File: src/design/cell_result_params.svh
// constants for the cell voltage result bank: offsets, field positions, reset values
// assumes inclusion by the package and the bank module
`ifndef CELL_RESULT_PARAMS_SVH
`define CELL_RESULT_PARAMS_SVH
// register indices as printed; byte address is four times the index
`define CELL_THREE_IDX 8'h49
`define CELL_FOUR_IDX 8'h4a
`define CELL_FIVE_IDX 8'h4b
// first cell index and cell count of this bank
`define CELL_FIRST_IDX 8'h49
`define CELL_COUNT 3
// control register for enables and filter select
`define CELL_CTRL_IDX 8'h40
`define CTRL_FILT_BIT 8
// result field
`define RES_MSB 15
`define RES_LSB 2
`define RES_WIDTH 14
`define CELL_RESET 16'h0000
`define CTRL_RESET 32'h0000_0007
// full-scale span in millivolts
`define FULL_SCALE_MV 5000
`endif

File: src/design/cell_result_pkg.sv
// types shared by the cell voltage result bank
// assumes the params header is on the include path
`include "cell_result_params.svh"
package cell_result_pkg;
    typedef logic [`RES_WIDTH-1:0] code_type;
    typedef enum logic [0:0] {
        PH_IDLE = 1'b0,
        PH_DATA = 1'b1
    } phase_type;
endpackage : cell_result_pkg

File: src/design/cell_voltage_result_regs.sv
// read-only bank of per-cell voltage result registers behind an ahb-lite slave
// assumes the measurement engine presents a one-cycle store strobe per cell with raw and filtered codes
// What this block does
// - each 14-bit result sits in bits 15:2 of its 16-bit register, msb at bit 15.
// - the full 14-bit code range stands for a 5 V input span, codes passed unscaled from a 5 V converter.
// - result registers are read only and a bus write leaves them unchanged.
// - every cell has its own result register holding its latest value.
// - a cell whose enable is 0 and that was skipped in the scan keeps its stored data.
// - the filter select decides whether reads return the raw or the filtered value.
//
// The AHB-Lite slave port was decided locally.
`timescale 1ns/10ps
`include "cell_result_params.svh"
module cell_voltage_result_regs
    import cell_result_pkg::*;
#(
    parameter int NCELL = `CELL_COUNT
) (
    input wire logic hclk, // bus clock, 50 MHz
    input wire logic hresetn, // async reset, active low
    input wire logic hsel, // slave select
    input wire logic [31:0] haddr, // byte address
    input wire logic [1:0] htrans, // transfer type
    input wire logic hwrite, // write when high
    input wire logic [2:0] hsize, // transfer size
    input wire logic [31:0] hwdata, // write data
    input wire logic hready, // bus ready in
    output logic [31:0] hrdata, // read data, registered
    output logic hreadyout, // always ready, tied high
    output logic hresp, // always okay, tied low
    input wire logic [NCELL-1:0] meas_store, // per-cell store strobe
    input wire logic [NCELL-1:0] meas_skipped, // cell skipped in this scan
    input wire logic [NCELL*`RES_WIDTH-1:0] raw_code, // raw codes per cell
    input wire logic [NCELL*`RES_WIDTH-1:0] filt_code, // filtered_result_path codes
    output logic [NCELL-1:0] cell_measure_enable, // enables, registered
    output logic readback_filter_select // 1 selects filtered value
);

    ////////////////////////////////////////////////////////////////////////////
    // stored results
    logic [15:0] raw_r [NCELL];
    logic [15:0] raw_nxt [NCELL];
    logic [15:0] filt_r [NCELL];
    logic [15:0] filt_nxt [NCELL];
    logic [31:0] ctrl_r;
    logic [31:0] ctrl_nxt;
    phase_type ph_r;
    phase_type ph_nxt;
    logic wr_r;
    logic wr_nxt;
    logic [7:0] idx_r;
    logic [7:0] idx_nxt;
    logic [31:0] rdata_r;
    logic [31:0] rdata_nxt;

    // a raw and a filtered store slot per cell
    genvar g;
    generate
        for (g = 0; g < NCELL; g++) begin : g_cell
            always_comb begin
                raw_nxt[g] = raw_r[g];
                filt_nxt[g] = filt_r[g];
                // a skipped, disabled cell holds its data
                if (meas_store[g] && !(meas_skipped[g] && !ctrl_r[g])) begin
                    raw_nxt[g] = {raw_code[g*`RES_WIDTH +: `RES_WIDTH], 2'b00};
                    filt_nxt[g] = {filt_code[g*`RES_WIDTH +: `RES_WIDTH], 2'b00};
                end
            end
            always_ff @(posedge hclk or negedge hresetn) begin
                if (!hresetn) begin
                    raw_r[g] <= `CELL_RESET;
                    filt_r[g] <= `CELL_RESET;
                end else begin
                    raw_r[g] <= raw_nxt[g];
                    filt_r[g] <= filt_nxt[g];
                end
            end

        end
    endgenerate

    ////////////////////////////////////////////////////////////////////////////
    // bus slave: zero wait state, read data computed in the address phase and registered
    //
    // map of the word indices this slave answers (byte address is 4x index):
    //   control word   : enables in the low bits, filter select above them
    //   result words   : one per cell, first cell at the lowest index
    //   anything else  : reads as zero, writes are dropped
    // only haddr[9:2] is decoded, so the map repeats every 1 kbyte; the
    // interconnect is expected to gate hsel so that aliases are never reached.
    // hsize is not looked at: the bank only does whole-word transfers and a
    // narrower access simply acts on the whole word.
    //
    // timing: the read word is picked from the stored slots at the address
    // edge and registered, so hrdata stands for exactly the data phase and
    // falls back to zero after it. the trade is one flop stage of read data
    // against a combinational path from haddr to hrdata.
    // hazard: a read whose address phase overlaps the data phase of a write
    // to the control word still sees the old filter select, because the
    // control word only changes at the end of that data phase.
    //
    // writes: only the control word is writable; a write that names a result
    // word changes nothing, so software cannot corrupt a measurement.
    function automatic logic [31:0] read_word(input logic [7:0] idx);
        logic [31:0] w;
        int k;
        w = 32'h0000_0000;
        k = int'(idx) - int'(`CELL_FIRST_IDX);
        if (idx == `CELL_CTRL_IDX) begin
            w = ctrl_r;
        end else if (k >= 0 && k < NCELL) begin
            w = {16'h0000, ctrl_r[`CTRL_FILT_BIT] ? filt_r[k] : raw_r[k]};
        end
        return w;
    endfunction : read_word

    logic take;
    assign take = hsel && hready && htrans[1];

    always_comb begin
        ph_nxt = take ? PH_DATA : PH_IDLE;
        wr_nxt = take && hwrite;
        idx_nxt = take ? haddr[9:2] : idx_r;
        ctrl_nxt = ctrl_r;
        // only the control word takes writes; result words ignore them
        if (ph_r == PH_DATA && wr_r && idx_r == `CELL_CTRL_IDX) begin
            ctrl_nxt = {23'h000000, hwdata[`CTRL_FILT_BIT], 5'h00, hwdata[2:0]};
        end
        rdata_nxt = 32'h0000_0000;
        if (take && !hwrite) begin
            rdata_nxt = read_word(haddr[9:2]);
        end
    end

    always_ff @(posedge hclk or negedge hresetn) begin
        if (!hresetn) begin
            ph_r <= PH_IDLE;
            wr_r <= 1'b0;
            idx_r <= 8'h00;
            ctrl_r <= `CTRL_RESET;
            rdata_r <= 32'h0000_0000;
        end else begin
            ph_r <= ph_nxt;
            wr_r <= wr_nxt;
            idx_r <= idx_nxt;
            ctrl_r <= ctrl_nxt;
            rdata_r <= rdata_nxt;
        end
    end

    // outputs straight from flops, hreadyout and hresp tied constant
    always_comb begin
        hrdata = rdata_r;
        hreadyout = 1'b1;
        hresp = 1'b0;
        cell_measure_enable = ctrl_r[NCELL-1:0];
        readback_filter_select = ctrl_r[`CTRL_FILT_BIT];
    end
endmodule : cell_voltage_result_regs

File: config.mk
export PLATFORM = sky130hd
export DESIGN_NAME = cell_voltage_result_regs
export DESIGN_NICKNAME = d
export VERILOG_FILES = /design/src/design/cell_result_pkg.sv /design/src/design/cell_voltage_result_regs.sv
export VERILOG_INCLUDE_DIRS = /design/src /design/src/design
export SDC_FILE = /design/constraint.sdc
export NUM_CORES = 1
export LEC_CHECK = 0
export BUFFER_PORTS_ARGS = -buffer_cell sky130_fd_sc_hd__buf_2
export CAP_MARGIN = 20
export CORE_UTILIZATION = 44
export DETAILED_ROUTE_END_ITERATION = 12
export GPL_ROUTABILITY_DRIVEN = 0
export GPL_TIMING_DRIVEN = 0
export PLACE_DENSITY = 0.77
export SLEW_MARGIN = 40
export SYNTH_ARGS = -nofsm -noshare
export SYNTH_HDL_FRONTEND = slang
export SYNTH_SLANG_ARGS = --single-unit
File: constraint.sdc
create_clock -name hclk -period 1.8 [get_ports hclk]
set_clock_uncertainty 0.1 [all_clocks]
set_input_delay 0.36 -clock hclk [delete_from_list [all_inputs] [get_ports hclk]]
set_output_delay 0.36 -clock hclk [all_outputs]
set_load 0.01 [all_outputs]
==> summary.md <==
| Metric | Value |
|---|---|
| Synthesized flop and latch total | `approximately 110` |
| Grt ovf | `0` |
| Gr usage total | `about 20%` |
| Combinational power share | `between 10% and 20%` |
| Tcrit/Tclk final | `between 90 and 100%` |
| Worst path slowest cell | `dfstp_2` |
| Largest net degree at the start of global routing | `between 50 and 60` |
| Die area | `about 0.012 sq mm` |
| Crit Path Max Fanout | `10` |
| CTS sink count | `approximately 110` |
| Synth cell count leaders | `111 x dfrtp_1, 103 x mux2_2, 24 x nand2_1` |
| Leak Pwr | `about 3.1 nW` |
| Crit path cell chain | `o21ai_4 > buf_2 > mux2_2` |
| Hold crit path type | `input port to flop` |
| Seq/Total Area, Yosys | `57.1%` |
| Vias in the first global route | `between 3000 and 4000` |
| Nets@finish | `just under 700` |
| Synth area leaders | `dfrtp_1 56%, mux2_2 23%, mux4_2 5.9%, buf_4 2.7%, a22oi_1 2.0%` |
| Yosys top cell area share | `between 50% and 60%` |
| Peak Freq | `~0.58 GHz` |
| Std-Cell Rows | `38` |
| CTS max path bufs | `2` |
| Core footprint | `approximately 0.011 sq mm` |
| I/O Pins | `202` |
| Yosys top cell by area | `dfrtp_1` |
| Post-layout min period | `roughly 1.7 ns` |
| WS Path Type | `flop to flop` |
| Routed WL | `11200 microns` |
| I/O Buffers | `approximately 130` |
| NetSw | `1.65 mW` |
| First-pass GRT wire length | `17600 microns` |
| P&R area growth vs syn | `31.2%` |
| Internal Power | `approximately 5.5 mW` |
| Count leader, synth | `dfrtp_1` |
| DR iter-0 viols | `roughly 120` |
| Vias | `~3300` |
| Crit path capture type | `flop` |
| Final setup vio count | `0` |
| Final Max Tran Viols | `0` |
| Yosys Warn Count | `0` |
| Crit path largest cell delay | `0.39 ns` |
| Cells after Synth | `between 300 and 400` |
| Share of cells above drive strength 1 | `60.2%` |
| Startpoint types | `flop` |
| Initial antenna violation count | `0` |
| DR DRC count | `0` |
| Power Density | `roughly 1100 mW/mm^2` |
| Avg Cell Area, Syn | `14.3 sq um` |
| Most common flop cell mapped by yosys | `dfrtp_1` |
| Routed len/inst | `between 15 and 20 microns` |
| Post-route antenna net violation count | `0` |
| Sw Ratio | `between 20% and 30%` |
| CTS tree | `yes` |
| Outcome | `complete, no violations` |
| Clk slew on worst S/H paths | `around 0.050 ns` |
| Post-synth EDFFs | `0` |
| Via density | `about 5.0` |
| Number of max-cap violations | `0` |
| Total power | `~7 mW` |
| Initial Util | `45.6%` |
| Clk Latency, worst-skew pair | `0.40 ns` |
| Die Width | `between 100 and 150 microns` |
| Antenna cells | `0` |
| Synthesized cell area | `roughly 0.0050 sq mm` |
| DR pass1 iterations | `5` |
| Chip Height | `between 100 and 150 microns` |
| Distinct cells, synth | `33` |
| Root Driver | `clkbuf_16` |
| WHS | `around 0.073 ns` |
| Peak supply drop | `~540 uV` |
| Htree depth | `4` |
| Post-DP HPWL | `8250 microns` |
| RSZ-0062 raised after global routing | `false` |
| Power share of the clock group | `approximately 45%` |
| CP Data Required Time | `about 2.0 ns` |
| Fin. Hold Viols | `0` |
| Number of buffers created by CTS | `17` |
| Sequential share of power | `around 42%` |
| CP arrival | `1.90 ns` |
| Post-synthesis async set-or-reset flop share | `100%` |
## layout make-up
type                       count  area [sq um]
tap                          140           175
clock buffer                  20           457
multi-input combinational    212          1990
fill                         907          4420
sequential                   114          2860
timing repair buffer         129           686
buffer                        34           262
inverter                       6          22.5
clock inverter                10           111
## repair_timing
item	CTS	global route
gates resized for setup	8	2
setup buffers	0	1
endpoints found under the hold margin	53	0
pin swaps	0	0
hold buffers	1	0
endpoints found under the setup margin	53	9
## state kept, by name, indices dropped and copies added (netlist names)
signal,count
raw_r,42
ph_r,1
idx_r,8
ctrl_r,4
filt_r,42
wr_r,1
hrdata,16
## path summary, 6_finish.rpt
check,slack [ns],endpoint,depth (start not counted),start
max,0.08,raw_r[39],3,ctrl_r[0]
min,0.07,idx_r[6],3,haddr[8]
max reg2reg,0.08,raw_r[39],3,ctrl_r[0]
min reg2reg,0.38,idx_r[3],2,idx_r[3]
max in group asynchronous,0.60,raw_r[11],3,hresetn
min in group asynchronous,0.37,raw_r[15],2,hresetn
## worst max-delay path: cells and delay by family (launching register included)
family                 cells  cell delay, ns
AOI/OAI and AO/OA          1            0.36
buffers and inverters      1            0.36
DFF                        1            0.39
muxes                      1            0.38
## power groups by stage
stage	Sequential (mW)	Combinational [mW]	Clock, mW
floorplan	2.99	0.632	0
CTS	3.01	0.959	3.25
global route	3.04	1.04	3.36
finish	3.01	0.954	3.18
global placement	3.02	0.905	0
detailed placement	3.05	0.945	0
## layer usage
layer | share of wire, % | global-route usage, % | wire length, microns
met5 | 0 | 0 | 0
met4 | 2.6 | 11.3 | 286
met3 | 5.1 | 4.42 | 574
met2 | 51 | 34.1 | 5700
met1 | 41 | 24.5 | 4610
## metrics by stage
stage	instance area, sq um	cells	util [%]	setup TNS [ns]	worst slack [ns]
3_3_place_gp	5900	632	53.7	-120.05	-0.979
5_1_grt	6560	665	59.8	0	0.0240
4_1_cts	6550	664	59.6	0	0.00721
2_1_floorplan	5090	366	-	0	0.0114
3_5_place_dp	5930	633	54.0	-10.92	-0.268
6_report	6560	665	59.8	0	0.0823
## cell families (layout without fill, tap and decap cells)
family,count (synthesis),after routing,share of synthesized area [%]
xor gates and xnor gates,1,1,0.175
buffers and inverters,40,199,4.75
and+or+nand+nor,52,52,5.03
adders and majority gates,1,1,0.250
muxes,117,117,29.2
other,2,18,0.150
DFF,114,114,57.1
AOI/OAI and AO/OA,23,23,3.33
## cells in the final DEF (no fill, tap or decap), drive strengths merged
cell,n
nor4,3
clkinvlp,3
ha,1
or4b,2
nor2b,1
mux4,13
inv,5
nand2,25
buf,157
nand4b,1
mux2i,1
bufinv,2
nand3,2
and2,3
mux2,103
clkbuf,25
clkinv,6
o21ai,7
conb,18
nor3,2
dfstp,3
dfrtp,111
or4,1
nor2,12
o22ai,2
dlygate4sd3,1
o311a,1
a22oi,13
xor2,1
(Power assumes the default switching activity.)
